`config.mk`:
```
export PLATFORM = sky130hd
export DESIGN_NAME = pmo_top
export DESIGN_NICKNAME = d
export VERILOG_FILES = /design/src/pmo_pkg.sv /design/src/pmo_stream_if.sv /design/src/pmo_top.sv /design/src/pmo_fifo.sv
export SDC_FILE = /design/constraint.sdc
export NUM_CORES = 1
export LEC_CHECK = 0
export BUFFER_PORTS_ARGS = -buffer_cell sky130_fd_sc_hd__buf_2
export CELL_PAD_IN_SITES_DETAIL_PLACEMENT = 1
export CELL_PAD_IN_SITES_GLOBAL_PLACEMENT = 1
export CORE_MARGIN = 3
export CORE_UTILIZATION = 44
export CTS_BUF_LIST = sky130_fd_sc_hd__clkbuf_16
export CTS_CLUSTER_DIAMETER = 50
export DETAILED_ROUTE_END_ITERATION = 16
export HOLD_SLACK_MARGIN = 0.15
export PLACE_DENSITY = 0.75
export SLEW_MARGIN = 10
export SYNTH_ARGS = -nofsm -noshare
export SYNTH_HDL_FRONTEND = slang
export SYNTH_SLANG_ARGS = --single-unit
export TNS_END_PERCENT = 5
```
`constraint.sdc`:
```
create_clock -name CLOCK -period 2.3 [get_ports CLOCK]
set_input_delay 0.69 -clock CLOCK [delete_from_list [all_inputs] [get_ports CLOCK]]
set_output_delay 0.69 -clock CLOCK [all_outputs]
set_load 0.01 [all_outputs]
```
`src/pmo_pkg.sv`:
```
/*
  pmo_pkg: constants for the pulse-density microphone output block.
  assumes a 100 MHz system clock; all times derived from it.
*/
package pmo_pkg;
  localparam int unsigned CLK_MHZ = 100;
  // bit clock rate thresholds, in kHz
  localparam int unsigned WAKE_KHZ = 300;
  localparam int unsigned SLEEP_KHZ = 70;
  // wake_latency and sleep_latency limits, in microseconds
  localparam int unsigned WAKE_LAT_MAX_US = 2000;
  localparam int unsigned SLEEP_LAT_MAX_US = 1000;
  // drive_delay minimum 18 ns, release_delay maximum 16 ns; pmo_top releases about 20 to 30 ns after the bit clock edge
  localparam int unsigned DRIVE_DELAY_NS = 18;
  localparam int unsigned RELEASE_DELAY_NS = 16;
  // longest bit-clock period still counted as fast: 1/300 kHz, rounded down
  localparam int unsigned WAKE_PERIOD_CYC = (CLK_MHZ * 1000) / WAKE_KHZ;
  // shortest period counted as slow: 1/70 kHz, rounded up
  localparam int unsigned SLEEP_PERIOD_CYC =
    (CLK_MHZ * 1000 + SLEEP_KHZ - 1) / SLEEP_KHZ;
  // drive_delay rounds up, release_delay rounds down (at least one cycle)
  localparam int unsigned DRIVE_DELAY_CYC =
    (DRIVE_DELAY_NS * CLK_MHZ + 999) / 1000;
  localparam int unsigned RELEASE_DELAY_CYC =
    (RELEASE_DELAY_NS * CLK_MHZ / 1000 < 1) ? 1 :
    RELEASE_DELAY_NS * CLK_MHZ / 1000;
  // consecutive fast periods needed to wake, kept well inside wake_latency
  localparam int unsigned WAKE_PERIODS = 16;
  localparam int unsigned WAKE_LAT_CYC = WAKE_LAT_MAX_US * CLK_MHZ;
  localparam int unsigned SLEEP_LAT_CYC = SLEEP_LAT_MAX_US * CLK_MHZ;
  localparam int unsigned FIFO_DEPTH = 8;
  localparam logic [15:0] PERIOD_RST = 16'h0000;
  typedef enum logic [1:0] {
    PMO_SLEEP = 2'b00,
    PMO_WAKING = 2'b01,
    PMO_ACTIVE = 2'b10
  } pmo_state_t;
endpackage

```
`src/pmo_stream_if.sv`:
```
/*
  pmo_stream_if: valid/ready bit stream between the top and its fifo.
  assumes a single clock shared by both ends.
*/
`timescale 1ns/1ps
interface pmo_stream_if;
  logic valid;
  logic ready;
  logic data;
  modport src (output valid, output data, input ready);
  modport snk (input valid, input data, output ready);
endinterface // pmo_stream_if

```
`src/pmo_top.sv`:
```
/*
  pmo_top: data pin logic of a pulse-density microphone output.
  assumes the host makes the bit clock; it, the strap and the converter
  bit are sampled through two flip-flops on the 100 MHz clock.
*/
`timescale 1ns/1ps
module pmo_top (
  input wire logic CLOCK,
  input wire logic RESETN,
  input wire logic BIT_CLK,
  input wire logic EDGE_SEL,
  input wire logic PDM_BIT,
  output logic DATA_O,
  output logic DATA_OE,
  output logic AWAKE
);
  logic [1:0] bclk_s;
  logic [1:0] sel_s;
  logic [1:0] bit_s;
  logic bclk_d;
  logic rise;
  logic fall;
  logic drive_edge;
  logic release_edge;
  logic [15:0] period_r;
  logic [4:0] fast_r;
  logic fast_edge;
  pmo_pkg::pmo_state_t state_r;
  logic [3:0] dly_r;
  logic pend_drive_r;
  logic hold_bit_r;
  logic fifo_valid;
  logic fifo_take;
  logic fifo_bit;
  pmo_stream_if bits ();

  always_ff @(posedge CLOCK) begin
    if (!RESETN) begin
      bclk_s <= 2'h0;
      sel_s <= 2'h0;
      bit_s <= 2'h0;
      bclk_d <= 1'b0;
    end else begin
      bclk_s <= {bclk_s[0], BIT_CLK};
      sel_s <= {sel_s[0], EDGE_SEL};
      bit_s <= {bit_s[0], PDM_BIT};
      bclk_d <= bclk_s[1];
    end
  end

  assign rise = bclk_s[1] && !bclk_d;
  assign fall = !bclk_s[1] && bclk_d;
  assign drive_edge = sel_s[1] ? rise : fall;
  assign release_edge = sel_s[1] ? fall : rise;

  // measure the bit clock period between rising edges
  assign fast_edge = rise &&
    (period_r < 16'(pmo_pkg::WAKE_PERIOD_CYC));
  always_ff @(posedge CLOCK) begin
    if (!RESETN) begin
      period_r <= pmo_pkg::PERIOD_RST;
    end else if (rise) begin
      period_r <= 16'h0000;
    end else if (period_r != 16'hffff) begin
      period_r <= period_r + 16'h0001;
    end
  end

  // power state with hysteresis between the two thresholds
  always_ff @(posedge CLOCK) begin
    if (!RESETN) begin
      state_r <= pmo_pkg::PMO_SLEEP;
      fast_r <= 5'h00;
    end else begin
      if (period_r >= 16'(pmo_pkg::SLEEP_PERIOD_CYC)) begin
        state_r <= pmo_pkg::PMO_SLEEP;
        fast_r <= 5'h00;
      end else begin
        case (state_r)
          pmo_pkg::PMO_SLEEP: begin
            if (fast_edge) begin
              state_r <= pmo_pkg::PMO_WAKING;
              fast_r <= 5'h01;
            end
          end
          pmo_pkg::PMO_WAKING: begin
            if (rise) begin
              if (!fast_edge) begin
                state_r <= pmo_pkg::PMO_SLEEP;
                fast_r <= 5'h00;
              end else if (fast_r == 5'(pmo_pkg::WAKE_PERIODS - 1)) begin
                state_r <= pmo_pkg::PMO_ACTIVE;
              end else begin
                fast_r <= fast_r + 5'h01;
              end
            end
          end
          pmo_pkg::PMO_ACTIVE: begin
            state_r <= pmo_pkg::PMO_ACTIVE;
          end
          default: begin
            state_r <= pmo_pkg::PMO_SLEEP;
          end
        endcase
      end
    end
  end

  // converter bits are captured once per bit clock period
  assign bits.valid = drive_edge && state_r == pmo_pkg::PMO_ACTIVE;
  assign bits.data = bit_s[1];

  pmo_fifo #(
    .WIDTH(1),
    .DEPTH(pmo_pkg::FIFO_DEPTH)
  ) u_fifo (
    .clk(CLOCK),
    .rst_n(RESETN && state_r == pmo_pkg::PMO_ACTIVE),
    .in_valid(bits.valid),
    .in_ready(bits.ready),
    .in_data(bits.data),
    .out_valid(fifo_valid),
    .out_ready(fifo_take),
    .out_data(fifo_bit)
  );
  // pop only in the cycle that really puts the bit on the line
  assign fifo_take = pend_drive_r && dly_r == 4'h0 && fifo_valid &&
    !release_edge && !drive_edge && state_r == pmo_pkg::PMO_ACTIVE;

  // drive after drive_delay, release on the clock right after the release edge
  always_ff @(posedge CLOCK) begin
    if (!RESETN) begin
      dly_r <= 4'h0;
      pend_drive_r <= 1'b0;
      hold_bit_r <= 1'b0;
      DATA_O <= 1'b0;
      DATA_OE <= 1'b0;
      AWAKE <= 1'b0;
    end else begin
      AWAKE <= state_r == pmo_pkg::PMO_ACTIVE;
      if (state_r != pmo_pkg::PMO_ACTIVE) begin
        DATA_OE <= 1'b0;
        pend_drive_r <= 1'b0;
        dly_r <= 4'h0;
      end else if (release_edge) begin
        DATA_OE <= 1'b0;
        pend_drive_r <= 1'b0;
      end else if (drive_edge) begin
        pend_drive_r <= 1'b1;
        dly_r <= 4'(pmo_pkg::DRIVE_DELAY_CYC - 1);
      end else if (pend_drive_r) begin
        if (dly_r != 4'h0) begin
          dly_r <= dly_r - 4'h1;
        end else begin
          pend_drive_r <= 1'b0;
          DATA_OE <= 1'b1;
          DATA_O <= fifo_valid ? fifo_bit : hold_bit_r;
          if (fifo_valid) begin
            hold_bit_r <= fifo_bit;
          end
        end
      end
    end
  end
endmodule // pmo_top

```
`src/pmo_fifo.sv`:
```
/*
  pmo_fifo: synchronous fifo with valid/ready on both sides.
  assumes one clock and a synchronous active-low reset.
*/
`timescale 1ns/1ps
module pmo_fifo #(
  parameter int WIDTH = 1,
  parameter int DEPTH = 8
) (
  input wire logic clk,
  input wire logic rst_n,
  input wire logic in_valid,
  output logic in_ready,
  input wire logic [WIDTH-1:0] in_data,
  output logic out_valid,
  input wire logic out_ready,
  output logic [WIDTH-1:0] out_data
);
  localparam int AW = $clog2(DEPTH);
  logic [WIDTH-1:0] mem [DEPTH];
  logic [AW-1:0] wr_r;
  logic [AW-1:0] rd_r;
  logic [AW:0] cnt_r;
  logic push;
  logic pop;

  // full only when the count reaches the whole depth
  assign in_ready = cnt_r != (AW+1)'(DEPTH);
  assign out_valid = cnt_r != '0;
  assign out_data = mem[rd_r];
  assign push = in_valid && in_ready;
  assign pop = out_valid && out_ready;

  always_ff @(posedge clk) begin
    if (push) begin
      mem[wr_r] <= in_data;
    end
  end

  always_ff @(posedge clk) begin
    if (!rst_n) begin
      wr_r <= '0;
      rd_r <= '0;
      cnt_r <= '0;
    end else begin
      if (push) begin
        wr_r <= (wr_r == AW'(DEPTH - 1)) ? '0 : wr_r + 1'b1;
      end
      if (pop) begin
        rd_r <= (rd_r == AW'(DEPTH - 1)) ? '0 : rd_r + 1'b1;
      end
      cnt_r <= cnt_r + (AW+1)'(push) - (AW+1)'(pop);
    end
  end
endmodule // pmo_fifo

```
After elaboration in Yosys (flattened, before gate mapping)
Memory sizes are Yosys's and may differ from the RTL's. A register that Yosys moved wholly into a read port is not among the register bits.
Index checks and enable logic that the tools add are counted.
{ "op_classes": {"muxes": 22, "n_bitwise": 5, "n_lt_le_gt_ge": 2, "add_sub_neg": 7, "reduce_logical": 33, "n_eq_ne": 12} }
{ "ops": {"columns": ["cell", "count"], "rows": [
  ["$mux 5", 4],
  ["$add 16x1->16 const B", 1],
  ["$ge 16x11->1 const B", 1],
  ["$lt 16x9->1 const B", 1],
  ["$ne 16x16->1 const B", 1],
  ["$logic_and 1x1->1", 12],
  ["$mux 4", 3],
  ["$pmux 5 s2", 1],
  ["$reduce_and 3->1", 3],
  ["$mux 2", 4],
  ["$reduce_bool 4->1", 2],
  ["$mux 1", 7],
  ["$add 3x1->3 const B", 2],
  ["$eq 3x3->1 const B", 2],
  ["$mux 3", 2],
  ["$ne 2x2->1 const B", 3],
  ["$ne 3x3->1 const B", 2],
  ["$pmux 2 s3", 1],
  ["$reduce_and 6->1", 1],
  ["$reduce_bool 2->1", 3],
  ["$reduce_or 2->1", 3],
  ["$add 5x1->5 const B", 1],
  ["$eq 5x4->1 const B", 1],
  ["$logic_not 1->1", 5],
  ["other kinds (11)", 15]
]} }
{ "totals": {"ram_bits": 8, "inputBits": 5, "ff_bits": 47, "elab_cells": 96, "memories": 1} }
{ "memory_table": {"columns": ["memory", "words", "word_bits", "read_ports", "rd_ports_with_merged_regs", "write_ports", "line_no", "source"], "rows": [
  ["u_fifo.mem", 8, 1, 1, 1, 1, "pmo_fifo.sv:20", "logic [WIDTH-1:0] mem [DEPTH];"]
]} }

Depth between registers and ports, before layout
Gate-level depths: netlist (run 1).
{ "depth": {"depth_word": 9, "mapped_depth": 12, "ltp_nobuf": 11} }

By module
A second synthesis (run 1) with hierarchy kept.
{ "unflattened": {"hier_cells": 305, "area_unflattened_um2": 3007.9} }
{ "by_module_without_submodules": {"columns": ["module", "n_inst", "area_per_inst_um2", "seq_area_each_um2", "cells_per_inst"], "rows": [
  ["pmo_top", 1, 2000.7, 760.7, 217],
  ["pmo_fifo", 1, 1007.2, 500.5, 88]
]} }

Least setup slack after synthesis (run 1)
No wires, ideal clock.
{ "synth_path": {"kind": "register -> register", "start": "register dly_r[0]", "end": "register u_fifo.cnt_r[1]", "slack_ns": 0.001, "period_less_slack_ns": 2.299, "path_stages_with_launch": 11, "t_arrival_ns": 2.183, "setup_time_ns": 0.116, "path_buffers": 1, "cell_sequence": "dfxtp_1 > inv_1 > ha_1 > nor3b_1 > and4_1 > clkbuf_1 > ha_1 > inv_1 > ha_1 > fa_1 > and3_1"} }
{ "synth_between": {"elab_chain_len": 8} }
{ "synth_lines": {"columns": ["item", "line_no", "source"], "rows": [
  ["from (decl)", "pmo_top.sv:29", "logic [3:0] dly_r;"],
  ["from (signal assigned)", "pmo_top.sv:150", "dly_r <= 4'(pmo_pkg::DRIVE_DELAY_CYC - 1);"],
  ["from (signal assigned)", "pmo_top.sv:153", "dly_r <= dly_r - 4'h1;"],
  ["$logic_not 4->1", "pmo_top.sv:127", "assign fifo_take = pend_drive_r && dly_r == 4'h0 && fifo_valid &&"],
  ["$logic_and 1x1->1 (3 in a row)", "pmo_top.sv:127", null],
  ["$logic_and 1x1->1 (2 in a row)", "pmo_top.sv:128", "!release_edge && !drive_edge && state_r == pmo_pkg::PMO_ACTIVE;"],
  ["$logic_and 1x1->1", "pmo_fifo.sv:32", "assign pop = out_valid && out_ready;"],
  ["net u_fifo.pop", "pmo_fifo.sv:25", "logic pop;"],
  ["$sub 4x1->4", "pmo_fifo.sv:52", "cnt_r <= cnt_r + (AW+1)'(push) - (AW+1)'(pop);"],
  ["to (signal assigned)", "pmo_fifo.sv:52", null],
  ["to (decl)", "pmo_fifo.sv:23", "logic [AW:0] cnt_r;"]
]} }
The timed path passes the listed nets, and every way through them passes these cells.
A chain may end at the register's enable or synchronous reset.

Final worst setup path (run 1)
{ "layout_path": {"start": "register dly_r[0]", "end": "register u_fifo.cnt_r[1]"} }
{ "layout_between": {"elab_chain_len": 8} }
{ "layout_lines": {"columns": ["item", "line_no"], "rows": [
  ["$logic_not 4->1", "pmo_top.sv:127"],
  ["$logic_and 1x1->1 (3 in a row)", "pmo_top.sv:127"],
  ["$logic_and 1x1->1 (2 in a row)", "pmo_top.sv:128"],
  ["$logic_and 1x1->1", "pmo_fifo.sv:32"],
  ["$sub 4x1->4", "pmo_fifo.sv:52"]
]} }
No other way between the ends.

==> results.txt, run 1 <==
crit share post-route = 96.15%
Req. time, crit path = 2.49 ns
Cell Area, Synth = 2830 µm²
vias post-DR = 2160
RSZ-0062 raised after global routing = yes
Final TNS setup = 0 ns
status = completed
All-Layer GR Usage = 17.16%
Clock Sinks = 56
Post-synth EDFFs = 8
# diodes = 0
remaining antenna violation count = 0
Area Overhead vs Synth = 13.26%
leakage power = 1.200 nW
Finished Layout Cells = 392
Setup CP Type = register to register
crit-path max FO = 3
ys async rst share = 0%
total die area = 7430 µm²
wl on met1 = 2.938 mm
clk root buf = clkbuf_16
PortBufs = 7
Chip Width = 86.20 µm
FILL cells = 709
crit end category = register
DRT Wirelength = 6.047 mm
global placement routability congestion = 0.8246
Placed Cells = 382
Cell Rows = 28
family with the most delay on the worst path = adder cells
first drt pass iteration count = 4
FF-to-FF End = u_fifo.cnt_r[1]
Synth Register Bits = 56
Cell Area, Placed = 3018 µm²
Post-Syn Nets = 317
hold path start = bit_s[0]
layout cells sized above 1 = 16.40%
Avg WL per Cell = 15.43 µm
met2 WL = 2.882 mm
CTS buffer count = 5
design area = 3206 µm²
hold path cells = 1
grt ovf = 0
DRC violations left = 0
worst-case reg-to-reg path depth = 9
warnings from Yosys = 0
1st-iter DRT viols = 51
max-slew violations = 0
vias per cell = 5.510
Buf/Inv on CP = 2
pin count of the biggest net entering global routing = 20
Initial Utilization = 46.70%
Slew @ Worst Pin = 0.4655 ns
total power draw = 1.863 mW
Hold Path End = bit_s[1]
DP Wirelength = 4.258 mm
commonest non-fill, non-tap cell in the layout = dfxtp_1
die height = 86.20 µm
most frequent cells in the layout = 47 x dfxtp_1, 36 x nor2_1, 24 x inv_1
Seq/Total Area, Yosys = 42.44%
Final min period = 2.211 ns
Peak supply drop = 0.0004175 V
clock buffer depth = 2
cells after synthesis = 294
Hold Fails Final Rpt = 0
total core area = 6061 µm²
Worst path slowest cell = fa_1
Syn Area/Cell = 9.627 µm²
CTS tree = done
min-delay worst type = register to register
Max-Cap Viols = 0
clock-pin slew on the worst setup and hold paths = 0.07 ns
final setup fails = 0
CP peak stage delay = 0.40 ns
PwrDens = 581.2 nW/µm²
nets = 339
Post-CTS Hold Fix Bufs = 0
Fin Clk Skew = 0.006819 ns
worst r2r src = dly_r[0]
crit-path cells = inv_1 > ha_1 > nor3b_4 > and4_4 > ha_1 > inv_1 > ha_2 > fa_1 > and3_1
kind of start point of the critical path = register
post-synth cell types = 56
R2R Setup Slk = 0.09 ns
first-pass GRT wire length = 10.15 mm
worst-skew pair later-pin latency = 0.30 ns
relative slew slack = 68.73%
Top Layer Used = met4
WP data arrival = 2.40 ns
initial antenna violation count = 0
number of global-route vias before repair = 2158
met3 routed WL = 130 µm
I/O pin total = 8
fmax = 0.4522 GHz
CTS H-tree depth = 2
Post-synth top flop = dfxtp_1
Fin Hold WS = 0.4429 ns
==> cell families after synthesis <==
family                     share of synthesized area, %
and+or+nand+nor                                   23.17
DFF                                               42.44
AOI/OAI and AO/OA                                 11.85
buffers and inverters                             4.819
adders and majority gates                         8.223
xor gates and xnor gates                          4.952
muxes                                             4.553
==> worst register-to-register path: stages, from the launching register on <==
cell and delay [ns]:
dfxtp_2 0.34, inv_1 0.08, ha_1 0.18, nor3b_4 0.23
and4_4 0.25, ha_1 0.23, inv_1 0.06, ha_2 0.18
fa_1 0.40, and3_1 0.17
==> cell type report <==
| class | instances | area, µm² | area share [%] |
|---|---|---|---|
| Multi-Input combinational cell | 206 | 1513 | 47.19 |
| Sequential cell | 56 | 1202 | 37.51 |
| Timing Repair Buffer | 23 | 155.1 | 4.840 |
| Clock buffer | 5 | 125.1 | 3.903 |
| Tap cell | 75 | 93.84 | 2.927 |
| Inverter | 24 | 90.09 | 2.810 |
| Clock inverter | 3 | 26.28 | 0.8197 |
==> state kept, by name (all words and copies together), names as in the netlist, 3 cells and up <==
register	cells
dly_r	4
fast_r	5
period_r	16
u_fifo.cnt_r	4
u_fifo.mem	8
u_fifo.rd_r	3
u_fifo.wr_r	3
==> Yosys cell counts (2+ instances only) <==
library cell / n / area share (%)
o31ai_1: 2 / 0.53
nor3b_1: 5 / 1.3
and3_1: 6 / 1.3
ha_1: 17 / 7.5
mux2_2: 3 / 1.2
buf_2: 2 / 0.35
o2111ai_1: 3 / 0.93
a21oi_1: 17 / 3.0
nand3b_1: 3 / 0.80
nor2_1: 36 / 4.8
inv_1: 24 / 3.2
nor3_1: 9 / 1.6
a2111o_1: 2 / 0.80
nand2_1: 11 / 1.5
clkbuf_1: 4 / 0.53
and2_1: 9 / 2.0
nand4_1: 4 / 0.88
a211oi_1: 3 / 0.80
xor2_1: 9 / 2.8
nand2b_1: 8 / 1.8
mux2i_1: 5 / 1.8
o21ai_0: 2 / 0.35
nor3_2: 2 / 0.71
a311oi_1: 2 / 0.62
nand3_1: 7 / 1.2
xnor2_1: 7 / 2.2
nor4_1: 4 / 0.88
or3_1: 2 / 0.44
dfxtp_1: 48 / 34
edfxtp_1: 8 / 8.5
o211ai_1: 3 / 0.80
a31oi_1: 2 / 0.44
mux4_2: 2 / 1.6
==> through the flow <==
step	util [%]	setup slack (ns)
after global routing	52.89	-0.02016
after CTS	52.37	0.03482
final	52.89	0.08862
after floorplan	-	0.001356
after global placement	49.79	0.1364
after detailed placement	49.79	0.07280
==> metal layers <==
layer  track usage [%]  vias up
met5                 0        -
met4             5.949        0
met3             3.137        9
met2             28.45       17
met1             22.51     1052
li1                  -     1082
==> worst max path at each step <==
stage | from | depth (start not counted) | endpoint
finish | dly_r[0] | 9 | u_fifo.cnt_r[1]
global route | dly_r[0] | 11 | u_fifo.cnt_r[3]
CTS | dly_r[0] | 10 | u_fifo.cnt_r[2]
detailed placement | dly_r[0] | 9 | u_fifo.cnt_r[1]
global placement | period_r[1] | 7 | fast_r[4]
floorplan | dly_r[0] | 10 | u_fifo.cnt_r[1]
==> what timing repair did <==
item | in CTS | in global routing
setup endpoints to repair | 2 | 5
cloned | 0 | 0
pin swaps | 0 | 3
setup buffers | 0 | 2
resized for setup | 1 | 5
==> power by group <==
group	switching [mW]	internal (mW)	leakage, nW
registers	0.00874	1.00	0.478
clock network	0.370	0.414	0.0748
logic	0.0400	0.0294	0.647
total	0.418	1.44	1.20
No activity file was read; power rests on OpenSTA's default activity.
==> run 2: changes to the inputs <==
SYNTH_HIERARCHICAL = 1   (was not set)
TNS_END_PERCENT = not set   (was 5)
==> results.txt, run 2 <==
largest reg by FF count = period_r (unchanged)
crit-path max FO = 2 (was 3)
post-synth cell types = 56 (unchanged)
status = finished, violations left (was completed)
Worst path slowest cell = or3b_4 (was fa_1)
CTS H-tree depth = 3 (was 2)
worst-skew pair later-pin latency = 0.32 ns (was 0.30 ns)
global-route track usage on met1 = 23.43% (was 22.51%)
Req. time, crit path = 2.51 ns (was 2.49 ns)
grt ovf = 0 (unchanged)
DRC violations left = 0 (unchanged)
I/O pin total = 8 (unchanged)
PwrDens = 686.0 nW/µm² (was 581.2 nW/µm²)
Commonest cells post-synth = 51 x dfxtp_1, 27 x nor2_1, 26 x nand2_1, 17 x ha_1 (was 48 x dfxtp_1, 36 x nor2_1, 24 x inv_1, 17 x a21oi_1, 17 x ha_1)
count leader, synth = dfxtp_1 (unchanged)
leakage power = 1.478 nW (was 1.200 nW)
Synth Area in XOR/XNOR = 2.912% (was 4.951%)
nets = 366 (was 339)
hold path start = bit_s[0] (unchanged)
synthesized-area fraction occupied by adder cells = 7.737% (was 8.223%)
Clock Sinks = 59 (was 56)
CP startpoint = dly_r[1] (was dly_r[0])
global placement routability congestion = 0.7613 (was 0.8246)
Cell Rows = 29 (was 28)
Final TNS setup = -0.6972 ns (was 0 ns)
Synth Register Bits = 59 (was 56)
commonest non-fill, non-tap cell in the layout = dfxtp_1 (unchanged)
relative slew slack = 58.04% (was 68.73%)
total core area = 6495 µm² (was 6061 µm²)
# diodes = 0 (unchanged)
Slew @ Worst Pin = 0.6241 ns (was 0.4655 ns)
initial antenna violation count = 0 (unchanged)
max-slew violations = 0 (unchanged)
first-pass GRT wire length = 11.46 mm (was 10.15 mm)
clk root buf = clkbuf_16 (unchanged)
Hold Fails Final Rpt = 0 (unchanged)
clock-pin slew on the worst setup and hold paths = 0.05 ns (was 0.07 ns)
first drt pass iteration count = 4 (unchanged)
leading area contributor after synthesis = dfxtp_1 (unchanged)
Syn Area/Cell = 9.862 µm² (was 9.627 µm²)
RSZ-0062 raised after global routing = yes (unchanged)
DP Wirelength = 4.591 mm (was 4.258 mm)
remaining antenna violation count = 0 (unchanged)
vias per cell = 5.428 (was 5.510)
Chip Width = 88.68 µm (was 86.20 µm)
Largest regs = period_r (16), u_fifo/mem (8), fast_r (5) (was period_r (16), u_fifo.mem (8), fast_r (5))
CTS buffer count = 9 (was 5)
warnings from Yosys = 6 (was 0)
Seq/Total Area, Yosys = 41.93% (was 42.44%)
pin count of the biggest net entering global routing = 17 (was 20)
WP data arrival = 2.77 ns (was 2.40 ns)
Initial Utilization = 46.31% (was 46.70%)
crit share post-route = 111.4% (was 96.15%)
synth top area cells = dfxtp_1 34%, edfxtp_1 8.0%, ha_1 7.1% (was dfxtp_1 34%, edfxtp_1 8.5%, ha_1 7.5%)
number of global-route vias before repair = 2415 (was 2158)
Avg WL per Cell = 15.75 µm (was 15.43 µm)
Cell Area, Placed = 3318 µm² (was 3018 µm²)
design area = 3692 µm² (was 3206 µm²)
final setup fails = 3 (was 0)
kind of start point of the critical path = register (unchanged)
Post-CTS Hold Fix Bufs = 0 (unchanged)
min-delay worst type = register to register (unchanged)
most frequent cells in the layout = 49 x dfxtp_1, 30 x buf_4, 27 x nor2_1, 26 x nand2_1, 14 x mux2i_1 (was 47 x dfxtp_1, 36 x nor2_1, 24 x inv_1)
crit-path cells = inv_2 > ha_4 > or3b_4 > nor3b_4 > and3_4 > and2_4 > ha_4 > inv_4 > ha_4 > fa_2 > xor2_1 > and2_1 (was inv_1 > ha_1 > nor3b_4 > and4_4 > ha_1 > inv_1 > ha_2 > fa_1 > and3_1)
simple-gate share of the synthesized area = 26.66% (was 23.17%)
violations in the final reports = setup timing
Post-synth top flop = dfxtp_1 (unchanged)
setup ws final = -0.2631 ns (was 0.08862 ns)
Post-Syn Nets = 328 (was 317)
main combinational cell family by area after synthesis = simple AND/OR/NAND/NOR gates (unchanged)
Final min period = 2.563 ns (was 2.211 ns)
Cell Area, Synth = 3008 µm² (was 2830 µm²)
Fin Clk Skew = 0.008344 ns (was 0.006819 ns)
total die area = 7864 µm² (was 7430 µm²)
CP peak stage delay = 0.39 ns (was 0.40 ns)
GRT met2 Usage = 31.38% (was 28.45%)
layout cells sized above 1 = 24.43% (was 16.40%)
Peak supply drop = 0.0004758 V (was 0.0004175 V)
Post-synth EDFFs = 8 (unchanged)
CTS tree = done (unchanged)
ys async rst share = 0% (unchanged)
met3 Use GR = 6.238% (was 3.137%)
die height = 88.68 µm (was 86.20 µm)
DRT Wirelength = 6.694 mm (was 6.047 mm)
All-Layer GR Usage = 18.85% (was 17.16%)
most frequent CP cell = ha_4
Setup CP Type = register to register (unchanged)
Max-Cap Viols = 0 (unchanged)
busiest grt layer = met2 (unchanged)
clock buffer depth = 2 (unchanged)
Compound-Gate Fraction of Synth Area = 10.40% (was 11.85%)
1st-iter DRT viols = 50 (was 51)
worst r2r src = dly_r[1] (was dly_r[0])
cells after synthesis = 305 (was 294)
Area Overhead vs Synth = 22.75% (was 13.26%)
max reg flops = 16 (unchanged)
PortBufs = 7 (unchanged)
crit end category = register (unchanged)
top cell type's share of synthesized area = 33.94% (was 33.95%)
vias post-DR = 2307 (was 2160)
fmax = 0.3902 GHz (was 0.4522 GHz)
mux share of post-synthesis cell area = 6.531% (was 4.553%)
-- run 2: area by class of cell --
type,instances,area [µm²]
multi-input cells,222,1707
clock inverters,7,85.08
fillers,717,2803
inverters,14,55.05
clock buffers,9,225.2
repair buffers,37,260.3
flip-flops and latches,59,1264
well taps,77,96.34
-- run 2: cells by family (layout without fill, tap and decap cells) --
| logic type | Yosys count | after routing |
|---|---|---|
| compound gates | 36 | 36 |
| xor+xnor | 10 | 10 |
| simple gates | 141 | 141 |
| mux | 17 | 17 |
| fa+ha+maj | 18 | 18 |
| buf+inv | 24 | 67 |
| flops | 59 | 59 |
-- run 2: critical path: cells and delay by family, from the launching register on --
family        cells  cell delay [ns]
buf+inv           2             0.10
flops             1             0.32
xor+xnor          1             0.15
fa+ha+maj         4             0.74
simple gates      5             1.14
-- run 2: report_power, final --
part / switching [mW] / internal (mW) / leakage (nW) / total, mW
logic: 0.0418 / 0.0304 / 0.818 / 0.0723
clock network: 0.459 / 0.935 / 0.158 / 1.39
registers: 0.0104 / 1.06 / 0.502 / 1.07
total: 0.512 / 2.02 / 1.48 / 2.53
-- run 2: worst paths after layout --
| kind | to | slack [ns] | depth (start not counted) |
|---|---|---|---|
| max | u_fifo/cnt_r[2] | -0.26 | 12 |
| min | bit_s[1] | 0.44 | 1 |
| max reg2reg | u_fifo/cnt_r[2] | -0.26 | 12 |
| min reg2reg | bit_s[1] | 0.44 | 1 |
-- run 2: metal layers --
layer  share of wire (%)  up-vias
met5                   0        -
met1                  47     1126
met2                  50       15
met4                 1.1        0
met3                 2.5       10
li1                    -     1156
-- run 2: stage by stage --
| stage | utilization [%] | instances | setup WS (ns) | power (mW) | hold slack, ns |
|---|---|---|---|---|---|
| final | 56.85 | 425 | -0.2631 | 2.533 | 0.4379 |
| after global routing | 56.85 | 425 | -0.3504 | 2.638 | 0.4582 |
| after CTS | 56.29 | 423 | -0.2303 | 2.556 | 0.4431 |
| after detailed placement | 51.09 | 404 | -0.2736 | 1.159 | 0.4278 |
| after global placement | 51.09 | 404 | -0.1887 | 1.156 | 0.4160 |
| after floorplan | - | 305 | -0.2779 | 1.135 | 0.4119 |
-- run 2: what timing repair did --
action / 4_1_cts / 5_1_grt
resized for setup: 2 / 3
buffers inserted: 3 / 2
setup endpoints to repair: 3 / 4
pin swaps: 9 / 1
endpoints found under the hold margin: 0 / 0
==> run 3: changes to the inputs <==
ABC_AREA = 1   (was not set)
BUFFER_PORTS_ARGS = -buffer_cell sky130_fd_sc_hd__clkbuf_2   (was -buffer_cell sky130_fd_sc_hd__buf_2)
CORE_UTILIZATION = 42   (was 44)
PLACE_DENSITY = 0.76   (was 0.75)
==> results.txt, run 3 <==
Post-synth top flop = dfxtp_1 (unchanged)
Synth Register Bits = 59 (unchanged)
1st-iter DRT viols = 42 (was 50)
Post-CTS Hold Fix Bufs = 0 (unchanged)
Initial Utilization = 43.57% (was 46.31%)
global placement routability congestion = 0.7880 (was 0.7613)
switching share of power = 26.01% (was 20.20%)
remaining antenna violation count = 0 (unchanged)
Area Overhead vs Synth = 18.98% (was 22.75%)
Fin Hold WS = 0.4100 ns (was 0.4379 ns)
Cell Area, Synth = 3177 µm² (was 3008 µm²)
die height = 92.97 µm (was 88.68 µm)
part of the power in combinational logic = 11.4% (was 2.9%)
Setup CP Type = register to register (unchanged)
ys async rst share = 0% (unchanged)
synth top area cells = dfxtp_1 32%, nand2_1 11%, inv_1 8.5% (was dfxtp_1 34%, edfxtp_1 8.0%, ha_1 7.1%)
total die area = 8643 µm² (was 7864 µm²)
multi-input logic area = 1658 µm² (was 1707 µm²)
pin count of the biggest net entering global routing = 13 (was 17)
nets = 478 (was 366)
post-synth cell types = 37 (was 56)
I/O pin total = 8 (unchanged)
# diodes = 0 (unchanged)
Largest regs = period_r (16), u_fifo/mem (8), fast_r (5) (unchanged)
Fin Clk Skew = 0.003822 ns (was 0.008344 ns)
commonest non-fill, non-tap cell in the layout = nand2_1 (was dfxtp_1)
post-layout util = 51.84% (was 56.85%)
first drt pass iteration count = 4 (unchanged)
Cell Rows = 31 (was 29)
DP Wirelength = 5.251 mm (was 4.591 mm)
vias per cell = 4.776 (was 5.428)
Worst path slowest cell = fa_2 (was or3b_4)
leakage power = 1.753 nW (was 1.478 nW)
total core area = 7292 µm² (was 6495 µm²)
global-route track usage on met1 = 20.30% (was 23.43%)
final setup fails = 0 (was 3)
relative slew slack = 73.20% (was 58.04%)
PortBufs = 7 (unchanged)
crit end category = register (unchanged)
setup ws final = 0.07174 ns (was -0.2631 ns)
cells after synthesis = 428 (was 305)
Internal = 2.041 mW (was 2.021 mW)
Avg WL per Cell = 13.07 µm (was 15.75 µm)
Clock Power Share = 47.4% (was 55.0%)
CTS buffer count = 9 (unchanged)
first-pass GRT wire length = 12.66 mm (was 11.46 mm)
Commonest cells post-synth = 92 x nand2_1, 72 x inv_1, 56 x nor2_1, 51 x dfxtp_1, 21 x nand3_1 (was 51 x dfxtp_1, 27 x nor2_1, 26 x nand2_1, 17 x ha_1)
pre-CTS setup slack = 0.01278 ns (was -0.2736 ns)
worst-skew pair later-pin latency = 0.32 ns (about the same)
NetSw = 0.7174 mW (was 0.5116 mW)
Peak supply drop = 0.0004083 V (was 0.0004758 V)
leading area contributor after synthesis = dfxtp_1 (unchanged)
Req. time, crit path = 2.52 ns (was 2.51 ns)
max-slew violations = 0 (unchanged)
min-delay worst type = register to register (unchanged)
status = completed (was finished, violations left)
PwrDens = 729.6 nW/µm² (was 686.0 nW/µm²)
largest reg by FF count = period_r (unchanged)
WP data arrival = 2.45 ns (was 2.77 ns)
grt ovf = 0 (unchanged)
Chip Width = 92.97 µm (was 88.68 µm)
clock-pin slew on the worst setup and hold paths = 0.05 ns (about the same)
Slew @ Worst Pin = 0.4020 ns (was 0.6241 ns)
sequential share of power = 41.2% (was 42.1%)
top cell type's share of synthesized area = 32.14% (was 33.94%)
Post-synth EDFFs = 8 (unchanged)
CTS H-tree depth = 3 (unchanged)
count leader, synth = nand2_1 (was dfxtp_1)
crit-path max FO = 3 (was 2)
DRC violations left = 0 (unchanged)
initial antenna violation count = 0 (unchanged)
FILL cells = 944 (was 717)
Final min period = 2.228 ns (was 2.563 ns)
family with the most delay on the worst path = adder cells (was simple AND/OR/NAND/NOR gates)
All-Layer GR Usage = 18.60% (was 18.85%)
DRT Wirelength = 7.305 mm (was 6.694 mm)
Syn Area/Cell = 7.422 µm² (was 9.862 µm²)
warnings from Yosys = 6 (unchanged)
vias post-DR = 2670 (was 2307)
CP peak stage delay = 0.42 ns (was 0.39 ns)
kind of start point of the critical path = register (unchanged)
Clock Sinks = 59 (unchanged)
Post-Syn Nets = 451 (was 328)
hold path cells = 2 (was 1)
clock buffer depth = 2 (unchanged)
busiest grt layer = met2 (unchanged)
RSZ-0062 raised after global routing = yes (unchanged)
max reg flops = 16 (unchanged)
Worst path depth = 13 (was 12)
met3 Use GR = 5.068% (was 6.238%)
Seq/Total Area, Yosys = 39.70% (was 41.93%)
crit-path cells = inv_2 > ha_2 > nand3_2 > nor2_4 > nand3_1 > inv_1 > a21boi_4 > ha_4 > inv_2 > ha_4 > fa_2 > nand2_1 > inv_1 (was inv_2 > ha_4 > or3b_4 > nor3b_4 > and3_4 > and2_4 > ha_4 > inv_4 > ha_4 > fa_2 > xor2_1 > and2_1)
Max-Cap Viols = 0 (unchanged)
most frequent cells in the layout = 90 x nand2_1, 67 x inv_1, 55 x nor2_1, 45 x dfxtp_1, 20 x nand3_1 (was 49 x dfxtp_1, 30 x buf_4, 27 x nor2_1, 26 x nand2_1, 14 x mux2i_1)
CTS tree = done (unchanged)
worst-case reg-to-reg path depth = 13 (was 12)
Buf/Inv on CP = 4 (was 2)
crit share post-route = 96.88% (was 111.4%)
FF/Latch Area = 1269 µm² (was 1264 µm²)
number of global-route vias before repair = 2880 (was 2415)
GRT met2 Usage = 34.73% (was 31.38%)
fmax = 0.4488 GHz (was 0.3902 GHz)
clk root buf = clkbuf_16 (unchanged)
layout cells sized above 1 = 20.65% (was 24.43%)
Hold Fails Final Rpt = 0 (unchanged)
## run 3: cell type report
cell class,instances,share of cell area [%]
multi-input combinational,285,43.86
clock inverter,7,1.821
clock buffer,9,5.958
tap,99,3.277
inverter,80,8.011
timing repair buffer,20,3.509
sequential,59,33.57
## run 3: what timing repair did
item	in CTS	in global routing
gates resized for setup	6	20
setup endpoints to repair	2	3
pin swaps	1	1
buffers inserted	2	1
hold endpoints to repair	0	0
## run 3: power groups by stage
| stage | logic [mW] | registers, mW | clock network, mW |
|---|---|---|---|
| final | 0.315 | 1.14 | 1.31 |
| after global routing | 0.365 | 1.14 | 1.39 |
| after CTS | 0.315 | 1.13 | 1.34 |
| after detailed placement | 0.310 | 1.16 | 0 |
| after global placement | 0.296 | 1.15 | 0 |
| after floorplan | 0.244 | 1.14 | 0 |
## run 3: cells by family after synthesis
group,after synthesis,synth area share [%]
buffers and inverters,84,10.36
AND/OR/NAND/NOR,218,32.73
AO/OA/AOI/OAI,42,7.956
flip-flops,59,39.70
XOR/XNOR,7,1.930
adder cells (fa/ha/maj),18,7.326
## run 3: final timing paths
kind              from         endpoint  slack (ns)
max           dly_r[0]  u_fifo/cnt_r[1]        0.07
min          bclk_s[0]        bclk_s[1]        0.41
max reg2reg   dly_r[0]  u_fifo/cnt_r[1]        0.07
min reg2reg  bclk_s[0]        bclk_s[1]        0.41
## run 3: layer usage
metal / wire length (µm) / vias to the layer above / share of wire, %
met3: 173 / 9 / 2.4
met4: 85 / 0 / 1.2
met5: 0 / - / 0
met1: 3192 / 1259 / 44
met2: 3854 / 19 / 53
li1: - / 1383 / -
## run 3: stage by stage
step / instance area, µm² / instances / power (mW) / TNS, ns
after CTS: 3704 / 558 / 2.790 / 0
after global routing: 3780 / 559 / 2.902 / -0.08122
after detailed placement: 3382 / 540 / 1.466 / 0
final: 3780 / 559 / 2.758 / 0
after floorplan: 3177 / 428 / 1.388 / 0
after global placement: 3382 / 540 / 1.449 / 0
## run 3: worst register-to-register path, delay by kind of cell, from the launching register on
kind,cells,cell delay [ns]
AO/OA/AOI/OAI,1,0.20
adder cells (fa/ha/maj),4,0.94
buffers and inverters,4,0.25
flip-flops,1,0.33
AND/OR/NAND/NOR,4,0.40
